<file path="src/rtl/pin_mux_defines.svh">
`ifndef PIN_MUX_DEFINES_SVH
`define PIN_MUX_DEFINES_SVH

// pin positions, port 2
`define P2_NMI_PIN 0
`define P2_SHARED_TIMER_PIN 1
`define P2_IRQ021_PIN 2
`define P2_TIMER_OUT_PIN 3
`define P2_SELECT_LO 4
// pin positions, port 3
`define P3_SO2_PIN 0
`define P3_SI2_PIN 1
`define P3_SCK2_PIN 2
`define P3_TXD2_PIN 3
`define P3_RXD2_PIN 4
`define P3_ADC_PIN 7
// pin positions, port 4
`define P4_SO0_PIN 0
`define P4_SI0_PIN 1
`define P4_SERIAL_CLOCK_CH0_PIN 2
`define P4_SO1_PIN 3
`define P4_SI1_PIN 4
`define P4_SCK1_PIN 5
// reset values, and the converter external trigger mode code
`define PORT_CTRL_RESET 8'h00
`define FUNC_SEL_RESET 8'h00
`define ADC_MODE_EXT_TRIGGER 2'h3

`endif

</file>
<file path="src/rtl/pin_mux_pkg.sv">
package pin_mux_pkg;

    typedef enum logic [1:0] {
        edge_none_type_val = 2'h0,
        edge_rise_type_val = 2'h1,
        edge_fall_type_val = 2'h2,
        edge_both_type_val = 2'h3
    } edge_sel_type;

    // per-port pin control set
    typedef struct packed {
        logic [7:0] alt_function_enable;
        logic [7:0] function_select;
        logic [7:0] pin_direction_bit;
        logic [7:0] out_latch;
    } port_cfg_type;

    // one port as seen by its pads: output, enable, one bit per pin
    typedef struct packed {
        logic [7:0] pad_out;
        logic [7:0] pad_oe;
    } pad_drive_type;

endpackage

</file>
<file path="src/rtl/port_alternate_function_mux.sv">
// Functional notes
// - control bit set selects alternate function
// - control mode ignores latch and direction
// - p2.4-7: interrupt 110-113 or DMA count
// - mode reg three sets those edges
// - p3.0-3: serial ch2/uart or int 130-133
// - mode reg five sets 130-133 edges
// - p3.4: uart receive or interrupt 120
// - p3.5-7: interrupts 121-123, mode reg four
// - p3.7 shared by int 123 and trigger
// - trigger only in adc external mode
// - p4.0/1/3/4: serial or uart lines
// - p4.2/5: bidirectional serial clocks 0,1
// - p2.0 nmi input, p2.3 timer output
// - p2.1 feeds int 020 and capture
// - separate edge field for capture input
// - p2.2 routes interrupt 021 with edge
//////////////////////////////////////////////////////////////////////////////
`timescale 1ns/1ns
`include "pin_mux_defines.svh"
module port_alternate_function_mux
    import pin_mux_pkg::*;
(
    // clock and reset
    input wire logic core_clk,
    input wire logic rst,
    // port configuration, written by software
    input wire port_cfg_type port2_cfg,
    input wire port_cfg_type port3_cfg,
    input wire port_cfg_type port4_cfg,
    // edge fields, passed on to the interrupt and timer units, and the converter mode used here
    input wire logic [7:0] irq_mode_reg_third,
    input wire logic [7:0] irq_mode_reg_fourth,
    input wire logic [7:0] irq_mode_reg_fifth,
    input wire logic [7:0] timer2_edge_select,
    input wire logic [1:0] adc_mode_reg,
    // pad inputs
    input wire logic [7:0] port2_pad_in,
    input wire logic [7:0] port3_pad_in,
    input wire logic [7:0] port4_pad_in,
    // peripheral outputs toward the pads
    input wire logic timer2_output,
    input wire logic [3:0] dma_terminal_count,
    input wire logic serial_out_ch2,
    input wire logic uart_transmit_ch2,
    input wire logic serial_clock_ch2_out,
    input wire logic serial_clock_ch2_oe,
    input wire logic serial_out_ch0,
    input wire logic uart_transmit_ch0,
    input wire logic serial_out_ch1,
    input wire logic uart_transmit_ch1,
    input wire logic [1:0] serial_clock_out,
    input wire logic [1:0] serial_clock_oe,
    // pad drive
    output pad_drive_type port2_pad,
    output pad_drive_type port3_pad,
    output pad_drive_type port4_pad,
    // general port read-back
    output logic [23:0] port_read_level,
    // peripheral inputs from the pads
    output logic nmi_in,
    output logic ext_irq_020,
    output logic timer2_capture_input,
    output logic ext_irq_021,
    output logic [3:0] ext_irq_11x,
    output logic [3:0] ext_irq_12x,
    output logic [3:0] ext_irq_13x,
    output logic adc_external_trigger,
    output logic serial_in_ch2,
    output logic serial_clock_ch2_in,
    output logic uart_receive_ch2,
    output logic serial_in_ch0,
    output logic uart_receive_ch0,
    output logic serial_in_ch1,
    output logic uart_receive_ch1,
    output logic [1:0] serial_clock_in,
    // edge fields forwarded, registered
    output logic [1:0] ext_irq_020_edge,
    output logic [1:0] timer2_capture_edge,
    output logic [1:0] ext_irq_021_edge,
    output logic [7:0] ext_irq_11x_edge,
    output logic [7:0] ext_irq_12x_edge,
    output logic [7:0] ext_irq_13x_edge
);

//////////////////////////////////////////////////////////////////////////////
// pad synchronisers
    logic [23:0] pad_sync;
    logic [7:0] p2_in;
    logic [7:0] p3_in;
    logic [7:0] p4_in;

    pin_sync u_sync (
        .core_clk(core_clk),
        .rst(rst),
        .async_in({port4_pad_in, port3_pad_in, port2_pad_in}),
        .sync_out(pad_sync)
    );

    assign p2_in = pad_sync[7:0];
    assign p3_in = pad_sync[15:8];
    assign p4_in = pad_sync[23:16];

//////////////////////////////////////////////////////////////////////////////
// alternate output and enable per pin
    logic [7:0] p2_ctl;
    logic [7:0] p3_ctl;
    logic [7:0] p4_ctl;
    logic [7:0] p2_sel;
    logic [7:0] p3_sel;
    logic [7:0] p4_sel;
    logic [7:0] p2_alt_out;
    logic [7:0] p2_alt_oe;
    logic [7:0] p3_alt_out;
    logic [7:0] p3_alt_oe;
    logic [7:0] p4_alt_out;
    logic [7:0] p4_alt_oe;

    assign p2_ctl = port2_cfg.alt_function_enable;
    assign p3_ctl = port3_cfg.alt_function_enable;
    assign p4_ctl = port4_cfg.alt_function_enable;
    assign p2_sel = port2_cfg.function_select;
    assign p3_sel = port3_cfg.function_select;
    assign p4_sel = port4_cfg.function_select;

    always_comb begin
        p2_alt_out = 8'h00;
        p2_alt_oe = 8'h00;
        p2_alt_out[`P2_TIMER_OUT_PIN] = timer2_output;
        p2_alt_oe[`P2_TIMER_OUT_PIN] = 1'b1;
        p2_alt_out[7:4] = dma_terminal_count;
        p2_alt_oe[7:4] = p2_sel[7:4];
    end

    always_comb begin
        p3_alt_out = 8'h00;
        p3_alt_oe = 8'h00;
        p3_alt_out[`P3_SO2_PIN] = serial_out_ch2;
        p3_alt_oe[`P3_SO2_PIN] = ~p3_sel[`P3_SO2_PIN];
        p3_alt_out[`P3_SCK2_PIN] = serial_clock_ch2_out;
        p3_alt_oe[`P3_SCK2_PIN] = ~p3_sel[`P3_SCK2_PIN] & serial_clock_ch2_oe;
        p3_alt_out[`P3_TXD2_PIN] = uart_transmit_ch2;
        p3_alt_oe[`P3_TXD2_PIN] = ~p3_sel[`P3_TXD2_PIN];
    end

    always_comb begin
        p4_alt_out = 8'h00;
        p4_alt_oe = 8'h00;
        p4_alt_out[`P4_SO0_PIN] = p4_sel[`P4_SO0_PIN] ? uart_transmit_ch0 : serial_out_ch0;
        p4_alt_oe[`P4_SO0_PIN] = 1'b1;
        p4_alt_out[`P4_SO1_PIN] = p4_sel[`P4_SO1_PIN] ? uart_transmit_ch1 : serial_out_ch1;
        p4_alt_oe[`P4_SO1_PIN] = 1'b1;
        p4_alt_out[`P4_SERIAL_CLOCK_CH0_PIN] = serial_clock_out[0];
        p4_alt_oe[`P4_SERIAL_CLOCK_CH0_PIN] = serial_clock_oe[0];
        p4_alt_out[`P4_SCK1_PIN] = serial_clock_out[1];
        p4_alt_oe[`P4_SCK1_PIN] = serial_clock_oe[1];
    end

//////////////////////////////////////////////////////////////////////////////
// pad drive: control mode takes the peripheral, else latch and direction
    pad_drive_type p2_nxt;
    pad_drive_type p3_nxt;
    pad_drive_type p4_nxt;

    always_comb begin
        p2_nxt.pad_out = (p2_ctl & p2_alt_out) | (~p2_ctl & port2_cfg.out_latch);
        p2_nxt.pad_oe = (p2_ctl & p2_alt_oe) | (~p2_ctl & ~port2_cfg.pin_direction_bit);
        p3_nxt.pad_out = (p3_ctl & p3_alt_out) | (~p3_ctl & port3_cfg.out_latch);
        p3_nxt.pad_oe = (p3_ctl & p3_alt_oe) | (~p3_ctl & ~port3_cfg.pin_direction_bit);
        p4_nxt.pad_out = (p4_ctl & p4_alt_out) | (~p4_ctl & port4_cfg.out_latch);
        p4_nxt.pad_oe = (p4_ctl & p4_alt_oe) | (~p4_ctl & ~port4_cfg.pin_direction_bit);
    end

    // reset leaves every pad undriven, as general inputs
    always_ff @(posedge core_clk or posedge rst) begin
        if (rst) begin
            port2_pad <= 16'h0000;
            port3_pad <= 16'h0000;
            port4_pad <= 16'h0000;
            port_read_level <= 24'h00_0000;
        end else begin
            port2_pad <= p2_nxt;
            port3_pad <= p3_nxt;
            port4_pad <= p4_nxt;
            port_read_level <= pad_sync;
        end
    end

//////////////////////////////////////////////////////////////////////////////
// peripheral inputs: held low unless pin is selected for them
    logic adc_ext_mode;
    logic [3:0] p2_irq_route;
    logic [3:0] p3_irq_route;
    assign adc_ext_mode = (adc_mode_reg == `ADC_MODE_EXT_TRIGGER);
    assign p2_irq_route = p2_ctl[7:4] & ~p2_sel[7:4];
    assign p3_irq_route = p3_ctl[3:0] & p3_sel[3:0];

    always_ff @(posedge core_clk or posedge rst) begin
        if (rst) begin
            nmi_in <= 1'b0;
            ext_irq_020 <= 1'b0;
            timer2_capture_input <= 1'b0;
            ext_irq_021 <= 1'b0;
            ext_irq_11x <= 4'h0;
            ext_irq_12x <= 4'h0;
            ext_irq_13x <= 4'h0;
            adc_external_trigger <= 1'b0;
        end else begin
            nmi_in <= p2_ctl[`P2_NMI_PIN] & p2_in[`P2_NMI_PIN];
            ext_irq_020 <= p2_ctl[`P2_SHARED_TIMER_PIN] & p2_in[`P2_SHARED_TIMER_PIN];
            timer2_capture_input <= p2_ctl[`P2_SHARED_TIMER_PIN] & p2_in[`P2_SHARED_TIMER_PIN];
            ext_irq_021 <= p2_ctl[`P2_IRQ021_PIN] & p2_in[`P2_IRQ021_PIN];
            ext_irq_11x <= p2_irq_route & p2_in[7:4];
            ext_irq_13x <= p3_irq_route & p3_in[3:0];
            ext_irq_12x[0] <= p3_ctl[`P3_RXD2_PIN] & p3_sel[`P3_RXD2_PIN]
                & p3_in[`P3_RXD2_PIN];
            ext_irq_12x[2:1] <= p3_ctl[6:5] & p3_in[6:5];
            ext_irq_12x[3] <= p3_ctl[`P3_ADC_PIN] & ~adc_ext_mode & p3_in[`P3_ADC_PIN];
            adc_external_trigger <= p3_ctl[`P3_ADC_PIN] & adc_ext_mode & p3_in[`P3_ADC_PIN];
        end
    end

    always_ff @(posedge core_clk or posedge rst) begin
        if (rst) begin
            serial_in_ch2 <= 1'b0;
            serial_clock_ch2_in <= 1'b0;
            uart_receive_ch2 <= 1'b0;
            serial_in_ch0 <= 1'b0;
            uart_receive_ch0 <= 1'b0;
            serial_in_ch1 <= 1'b0;
            uart_receive_ch1 <= 1'b0;
            serial_clock_in <= 2'h0;
        end else begin
            serial_in_ch2 <= p3_ctl[`P3_SI2_PIN] & ~p3_sel[`P3_SI2_PIN]
                & p3_in[`P3_SI2_PIN];
            serial_clock_ch2_in <= p3_ctl[`P3_SCK2_PIN] & ~p3_sel[`P3_SCK2_PIN]
                & p3_in[`P3_SCK2_PIN];
            uart_receive_ch2 <= p3_ctl[`P3_RXD2_PIN] & ~p3_sel[`P3_RXD2_PIN]
                & p3_in[`P3_RXD2_PIN];
            serial_in_ch0 <= p4_ctl[`P4_SI0_PIN] & ~p4_sel[`P4_SI0_PIN]
                & p4_in[`P4_SI0_PIN];
            uart_receive_ch0 <= p4_ctl[`P4_SI0_PIN] & p4_sel[`P4_SI0_PIN] & p4_in[`P4_SI0_PIN];
            serial_in_ch1 <= p4_ctl[`P4_SI1_PIN] & ~p4_sel[`P4_SI1_PIN] & p4_in[`P4_SI1_PIN];
            uart_receive_ch1 <= p4_ctl[`P4_SI1_PIN] & p4_sel[`P4_SI1_PIN] & p4_in[`P4_SI1_PIN];
            serial_clock_in[0] <= p4_ctl[`P4_SERIAL_CLOCK_CH0_PIN] & p4_in[`P4_SERIAL_CLOCK_CH0_PIN];
            serial_clock_in[1] <= p4_ctl[`P4_SCK1_PIN] & p4_in[`P4_SCK1_PIN];
        end
    end

//////////////////////////////////////////////////////////////////////////////
// edge fields toward interrupt and timer units
    always_ff @(posedge core_clk or posedge rst) begin
        if (rst) begin
            ext_irq_020_edge <= 2'h0;
            timer2_capture_edge <= 2'h0;
            ext_irq_021_edge <= 2'h0;
            ext_irq_11x_edge <= 8'h00;
            ext_irq_12x_edge <= 8'h00;
            ext_irq_13x_edge <= 8'h00;
        end else begin
            ext_irq_020_edge <= timer2_edge_select[1:0];
            ext_irq_021_edge <= timer2_edge_select[3:2];
            timer2_capture_edge <= timer2_edge_select[5:4];
            ext_irq_11x_edge <= irq_mode_reg_third;
            ext_irq_12x_edge <= irq_mode_reg_fourth;
            ext_irq_13x_edge <= irq_mode_reg_fifth;
        end
    end

endmodule

</file>
<file path="src/rtl/pin_sync.sv">
`timescale 1ns/1ns
module pin_sync (
    // clock and reset
    input wire logic core_clk,
    input wire logic rst,
    // pin levels
    input wire logic [23:0] async_in,
    output logic [23:0] sync_out
);
    logic [23:0] stage1_r;

    always_ff @(posedge core_clk or posedge rst) begin
        if (rst) begin
            stage1_r <= 24'h00_0000;
            sync_out <= 24'h00_0000;
        end else begin
            stage1_r <= async_in;
            sync_out <= stage1_r;
        end
    end
endmodule

</file>
<file path="config.mk">
export PLATFORM = sky130hd
export DESIGN_NAME = port_alternate_function_mux
export DESIGN_NICKNAME = d
export VERILOG_FILES = /design/src/rtl/pin_mux_pkg.sv /design/src/rtl/port_alternate_function_mux.sv /design/src/rtl/pin_sync.sv
export VERILOG_INCLUDE_DIRS = /design/src /design/src/rtl
export SDC_FILE = /design/constraint.sdc
export NUM_CORES = 1
export LEC_CHECK = 0
export ABC_AREA = 1
export BUFFER_PORTS_ARGS = -buffer_cell sky130_fd_sc_hd__buf_2
export CAP_MARGIN = 5
export CELL_PAD_IN_SITES_DETAIL_PLACEMENT = 1
export CELL_PAD_IN_SITES_GLOBAL_PLACEMENT = 1
export CORE_MARGIN = 2
export CORE_UTILIZATION = 32
export DETAILED_ROUTE_END_ITERATION = 10
export PLACE_DENSITY = 0.74
export SETUP_SLACK_MARGIN = 0.1
export SLEW_MARGIN = 20
export SYNTH_ARGS = -nofsm -noshare
export SYNTH_HDL_FRONTEND = slang
export SYNTH_HIERARCHICAL = 1
export SYNTH_SLANG_ARGS = --single-unit
</file>
<file path="constraint.sdc">
create_clock -name core_clk -period 5.15 [get_ports core_clk]
set_input_delay 0.2575 -clock core_clk [delete_from_list [all_inputs] [get_ports core_clk]]
set_output_delay 0.2575 -clock core_clk [all_outputs]
set_load 0.01 [all_outputs]
</file>
; ---- Word level (Yosys, flattened, before mapping)
; Index checks and enable logic that the tools add are counted.
[word_totals]
register_bits = 175
input_bits = 173
output_inout_bits = 128
wordCells = 97
[op_classes]
eq_ne = 1
mux = 2
bitwise = 64
[ops]
columns = op, n
row1 = $and A8 B8 Y8, 8
row2 = $not A8 Y8, 6
row3 = $or A8 B8 Y8, 6
row4 = $and A1 B1 Y1, 26
row5 = $and A4 B4 Y4, 4
row6 = $and A8 B4 Y8, 2
row7 = $and A8 B6 Y8, 2
row8 = $not A1 Y1, 8
row9 = $not A4 Y4, 1
row10 = $and A2 B2 Y2, 1
row11 = $eq A2 B2 Y1 const B, 1
row12 = $mux W1, 2

; ---- Logic depth before layout (Yosys ltp)
; Gate-level depths: netlist of the first run.
[logic_depth]
ltp_word = 4
mapped_depth = 4
depth_no_buf = 4

; ---- Modules after synthesis
; The synthesis of the first run kept the hierarchy.
[modules_own_cells]
columns = mod, n_inst, cells_each, area_each_um2, seq_area_each_um2
row1 = port_alternate_function_mux, 1, 287, 3854.9, 3178.0
row2 = pin_sync, 1, 49, 1204.9, 1201.2

; ---- Worst setup path after synthesis of the first run
; No wires, ideal clock.
[synth_path]
path_kind = register -> output
from = register timer2_capture_input
to = output port timer2_capture_input
arrival_ns = 0.539
t_required_ns = 4.893
path_slack_ns = 4.353
stages_incl_launch_ff = 2
path_buffers = 1
cell_sequence = dfrtp_1 -> buf_4
[synth_rtl]
columns = element, line_no
row1 = start: declaration, port_alternate_function_mux.sv:63  ; output logic timer2_capture_input,
row2 = start signal: assignment, port_alternate_function_mux.sv:211  ; timer2_capture_input <= p2_ctl[`P2_SHARED_TIMER_PIN] & p2_in[`P2_SHARED_TIMER_PIN];
; No word-level cell between the ends.

==> results.sh, run 1 <==
export IMPL_drv_cap=0
export IMPL_power_density_nw_per_um2=368
export IMPL_required_ns=5.61
export IMPL_cts_tree="done"
export IMPL_drc_errors=0
export IMPL_h_tree_depth=4
export IMPL_num_vias=3915
export IMPL_ys_types=13
export IMPL_cts_resized=0
export IMPL_port_buffers=287
export IMPL_cts_buffer_depth=2
export IMPL_ys_ff_latch=175
export IMPL_nets=895
export IMPL_skew_ns=0.00545
export IMPL_grt_pass1_vias=4486
export IMPL_grt_first_pass_wirelength_mm=23.3
export IMPL_fin_util_pct=53.2
export IMPL_slew_viol_final=0
export IMPL_yosysSeqAreaShare_pct=86.5
export IMPL_crit_arrival_ns=1.79
export IMPL_synth_area_per_cell_um2=15.1
export IMPL_setup_slack_ns=3.82
export IMPL_numCtsBuffers=17
export IMPL_die_y_um=130
export IMPL_synthMostInstantiatedCell="dfrtp_1"
export IMPL_period_share_pct=25.8
export IMPL_clock_sinks=175
export IMPL_ant_nets=0
export IMPL_fin_crit_ns=1.33
export IMPL_slew_headroom_pct=43.7
export IMPL_fmax_mhz=753
export IMPL_die_area_um2=16800
export IMPL_synth_top_area_share_pct=86.5
export IMPL_layout_drive_gt1_share_pct=44.6
export IMPL_insertion_delay_ns=0.41
export IMPL_rows=45
export IMPL_hold_class="in -> async"
export IMPL_start_util_pct=33.0
export IMPL_synth_area_um2=5060
export IMPL_fp_coreArea_um2=15300
export IMPL_syn_instance_count=336
export IMPL_whs_ns=0.0152
export IMPL_dp_hpwl_mm=10.5
export IMPL_gp_congestion=0.815
export IMPL_synth_area_leaders="dfrtp_1 87%, nand2_1 4.2%, inv_1 3.4%"
export IMPL_synth_edf_count=0
export IMPL_worstSetupPathType="in -> async"
export IMPL_synth_common_cells="175 x dfrtp_1, 56 x nand2_1, 46 x inv_1"
export IMPL_synthArstFlopShare_pct=100
export IMPL_post_drt_wl_per_cell_um=16.5
export IMPL_p_leak_nw=4.43
export IMPL_status="completed"
export IMPL_endpoint_kind="asynchronous set/reset pin"
export IMPL_drt_wl_total_mm=15.6
export IMPL_ys_flop_type="dfrtp_1"
export IMPL_first_pass_iters=4
export IMPL_track_usage_pct=18.8
export IMPL_path_clk_slew_ns=0.06
export IMPL_grt_overflow=0
export IMPL_rsz0062_at_grt="false"
export IMPL_hold_viol_final=0
export IMPL_synth_area_leader_cell="dfrtp_1"
export IMPL_irDropWorstVdd_mv=0.211
export IMPL_tightest_slew_ns=0.844
export IMPL_synth_warnings=6
export IMPL_cts_root_buf="clkbuf_16"
export IMPL_io_pins=301
export IMPL_grt_start_max_net_pins=69
export IMPL_worstPathMaxFanout=68
export IMPL_crit_path_start_kind="input port"
export IMPL_cts_setup_buffers=0
export IMPL_finalSetupViolCount=0
export IMPL_antenna_cells=0
export IMPL_fp_dieW_um=130
export IMPL_pre_cts_ws_ns=3.28
export IMPL_finalSetupTns_ns=0
export IMPL_antenna_found_initial=0
export IMPL_ctsHoldBuffers=79
export IMPL_viasPerCell=4.14
export IMPL_synthesis_nets=509
export IMPL_drt_iter0_markers=110
export IMPL_area_growth_pct=61.0
==> flip-flops by register name (all words and copies together), names as in the netlist, 2 cells and up <==
| name | count |
|---|---|
| timer2_capture_edge | 2 |
| serial_clock_in | 2 |
| port3_pad | 16 |
| port4_pad | 16 |
| u_sync/sync_out | 24 |
| ext_irq_021_edge | 2 |
| ext_irq_12x_edge | 8 |
| u_sync/stage1_r | 24 |
| ext_irq_11x_edge | 8 |
| ext_irq_11x | 4 |
| ext_irq_12x | 4 |
| port2_pad | 16 |
| port_read_level | 24 |
| ext_irq_13x | 4 |
| ext_irq_13x_edge | 8 |
| ext_irq_020_edge | 2 |
==> routing by layer <==
layer  vias to the layer above  part of all wire, %  GRT usage, %
met5                         -                    0             0
met4                         0                  2.5          8.10
met3                        35                  7.8          6.03
met2                       180                   56          35.8
met1                      1930                   34          18.6
li1                       1770                    -             -
==> metrics by stage <==
| stage | std cells | power [mW] | cell area (um2) |
|---|---|---|---|
| 6_report | 945 | 3.00 | 8150 |
| 3_3_place_gp | 835 | 1.71 | 6770 |
| 4_1_cts | 945 | 3.03 | 8150 |
| 5_1_grt | 945 | 3.13 | 8150 |
| 2_1_floorplan | 336 | 1.57 | 5060 |
| 3_5_place_dp | 835 | 1.72 | 6770 |
==> worst max-delay path, stage by stage <==
cell and delay, ns:
buf_2 0.12, inv_4 0.59, buf_4 0.73
==> power by group <==
| group | switching, mW | internal (mW) |
|---|---|---|
| clock | 0.507 | 0.750 |
| combinational | 0.141 | 0.133 |
| sequential | 0.0228 | 1.45 |
==> layout make-up <==
cell class / count / area, um2
flip-flops and latches: 175 / 4380
fillers: 1678 / 7170
multi-input cells: 113 / 497
clock buffers: 22 / 474
inverters: 47 / 179
clock inverters: 9 / 110
repair buffers: 368 / 2240
well taps: 211 / 264
==> placed cells by master (no fill, tap or decap) <==
| master | n |
|---|---|
| a21boi_0 | 1 |
| a21oi_1 | 1 |
| and3_1 | 1 |
| buf_2 | 287 |
| buf_4 | 2 |
| bufinv_16 | 2 |
| clkbuf_1 | 2 |
| clkbuf_16 | 17 |
| clkbuf_8 | 3 |
| clkinv_2 | 2 |
| clkinv_4 | 2 |
| clkinvlp_4 | 3 |
| dfrtp_1 | 175 |
| dlygate4sd3_1 | 79 |
| inv_1 | 44 |
| inv_2 | 2 |
| inv_4 | 1 |
| nand2_1 | 56 |
| nand3_1 | 3 |
| nor2_1 | 34 |
| nor3_2 | 2 |
| nor3b_2 | 4 |
| o21ai_0 | 11 |
==> cells by family after synthesis <==
logic type             count (synthesis)  share of synthesized area, %
DFF                                  175                          86.5
and+or+nand+nor                      100                          8.48
buffers and inverters                 48                          3.64
AOI/OAI and AO/OA                     13                          1.34
==> path summary, 6_finish.rpt <==
check                                            end  slack (ns)  cells after the start                           from
min in group core_clk         port2_pad[1]$_DFF_PP0_        0.02                      2                   port2_cfg[9]
setup / recovery             port3_pad[14]$_DFF_PP0_        3.82                      3                            rst
max in group core_clk         port4_pad[7]$_DFF_PP0_        3.91                      4                  port4_cfg[15]
setup reg to reg            ext_irq_13x[2]$_DFF_PP0_        4.48                      2  u_sync/sync_out[10]$_DFF_PP0_
hold / removal              ext_irq_11x[0]$_DFF_PP0_        0.02                      2                            rst
hold reg to reg        u_sync/sync_out[11]$_DFF_PP0_        0.35                      0  u_sync/stage1_r[11]$_DFF_PP0_
Power figures use the tool's default switching activity.
==> run 2: changes to the inputs <==
Settings changed: CORE_UTILIZATION 32 to 29, PLACE_DENSITY 0.74 to 0.71.
Clock period 5.15 ns to 1.2 ns, I/O delays scaled along.
==> run 2 against run 1 <==
Against the previous run: the flow now stops in clock tree synthesis; synthesized cell count stayed put; synthesized area stayed put.
==> results.sh, run 2 <==
export IMPL_synth_top_family_by_area="simple AND/OR/NAND/NOR gates"
export IMPL_synth_area_leader_cell="dfrtp_1"
export IMPL_io_pins=301
export IMPL_synth_top_area_share_pct=86.5
export IMPL_synth_area_per_cell_um2=15.1
export IMPL_synthMostInstantiatedCell="dfrtp_1"
export IMPL_synthArstFlopShare_pct=100
export IMPL_start_util_pct=29.5
export IMPL_ys_ff_latch=175
export IMPL_synth_area_leaders="dfrtp_1 87%, nand2_1 4.2%, inv_1 3.4%"
export IMPL_yosysSeqAreaShare_pct=86.5
export IMPL_failing_step="clock tree synthesis"
export IMPL_dp_cells=851
export IMPL_status="stopped before the end"
export IMPL_h_tree_depth=4
export IMPL_cts_resized=0
export IMPL_synth_edf_count=0
export IMPL_cts_buffer_depth=2
export IMPL_cts_setup_buffers=0
export IMPL_dp_hpwl_mm=9.91
export IMPL_synth_xor_area_share_pct=0
export IMPL_rows=48
export IMPL_fp_dieW_um=136
export IMPL_die_y_um=136
export IMPL_synth_warnings=6
export IMPL_ys_flop_type="dfrtp_1"
export IMPL_synth_mux_area_share_pct=0
export IMPL_numCtsBuffers=17
export IMPL_synth_compound_area_share_pct=1.34
export IMPL_synth_common_cells="175 x dfrtp_1, 56 x nand2_1, 46 x inv_1"
export IMPL_syn_instance_count=336
export IMPL_synth_area_um2=5060
export IMPL_synth_simple_area_share_pct=8.48
export IMPL_synthesis_nets=509
export IMPL_cts_root_buf="clkbuf_16"
export IMPL_clock_sinks=175
export IMPL_tool_error="[ERROR RSZ-0060] Max buffer count reached."
export IMPL_pre_cts_ws_ns=0.545
export IMPL_gp_congestion=0.773
export IMPL_port_buffers=287
export IMPL_yosys_area_share_adder_pct=0
export IMPL_ctsHoldBuffers=177
export IMPL_ys_types=13
==> run 2: cell counts after synthesis <==
No cell type changed its count.
==> run 2: kinds of logic after synthesis <==
| group | Yosys count |
|---|---|
| simple gates | 100 |
| buf+inv | 48 |
| flops | 175 |
| compound gates | 13 |
==> run 2: through the flow <==
stage / area [um2] / utilization (%)
after detailed placement: 6830 / 39.8
after floorplan: 5070 / -
after global placement: 6830 / 39.8
==> run 3: changes to the inputs <==
Settings changed: CELL_PAD_IN_SITES_DETAIL_PLACEMENT 1 to default, CELL_PAD_IN_SITES_GLOBAL_PLACEMENT 1 to default, CORE_UTILIZATION 29 to 30, PLACE_DENSITY 0.71 to default, PLACE_DENSITY_LB_ADDON from default to 0.15, SETUP_SLACK_MARGIN 0.1 to default.
Clock period 1.2 ns to 1.56 ns, I/O delays scaled along.
==> run 3 against run 2 <==
Against the previous run: the run again fails in clock tree synthesis; synthesized area stayed put; synthesized cell count stayed put.
==> results.sh, run 3 <==
export IMPL_status="stopped before the end"
export IMPL_failing_step="clock tree synthesis"
export IMPL_tool_error="[ERROR RSZ-0060] Max buffer count reached."
export IMPL_synth_top_area_share_pct=86.5
export IMPL_numCtsBuffers=17
export IMPL_cts_resized=0
export IMPL_cts_buffer_depth=2
export IMPL_synth_area_leaders="dfrtp_1 87%, nand2_1 4.2%, inv_1 3.4%"
export IMPL_syn_instance_count=336
export IMPL_rows=47
export IMPL_synth_top_family_by_area="simple AND/OR/NAND/NOR gates"
export IMPL_synth_edf_count=0
export IMPL_synth_area_um2=5060
export IMPL_start_util_pct=30.6
export IMPL_ctsHoldBuffers=176
export IMPL_synth_simple_area_share_pct=8.48
export IMPL_dp_hpwl_mm=8.59
export IMPL_synthArstFlopShare_pct=100
export IMPL_synth_warnings=6
export IMPL_die_y_um=134
export IMPL_ys_ff_latch=175
export IMPL_synth_area_per_cell_um2=15.1
export IMPL_cts_setup_buffers=0
export IMPL_h_tree_depth=4
export IMPL_yosys_area_share_adder_pct=0
export IMPL_synth_mux_area_share_pct=0
export IMPL_ys_flop_type="dfrtp_1"
export IMPL_cts_root_buf="clkbuf_16"
export IMPL_clock_sinks=175
export IMPL_yosysSeqAreaShare_pct=86.5
export IMPL_gp_congestion=0.796
export IMPL_synthesis_nets=509
export IMPL_synth_common_cells="175 x dfrtp_1, 56 x nand2_1, 46 x inv_1"
export IMPL_ys_types=13
export IMPL_synth_xor_area_share_pct=0
export IMPL_io_pins=301
export IMPL_synth_compound_area_share_pct=1.34
export IMPL_fp_dieW_um=134
export IMPL_port_buffers=287
export IMPL_synth_area_leader_cell="dfrtp_1"
export IMPL_synthMostInstantiatedCell="dfrtp_1"
run 3: cell counts after synthesis:
Identical to the previous run, type by type.
run 3: metrics by stage:
stage	setup WS, ns	util (%)	hold WS, ns	cells	cell area, um2
after floorplan	-0.0853	-	0.109	336	5060
after global placement	0.789	41.2	0.173	845	6820
after detailed placement	0.790	41.2	0.178	845	6820
run 3: logic make-up after synthesis:
| kind of cell | after synthesis |
|---|---|
| DFF | 175 |
| and+or+nand+nor | 100 |
| buffers and inverters | 48 |
| AOI/OAI and AO/OA | 13 |
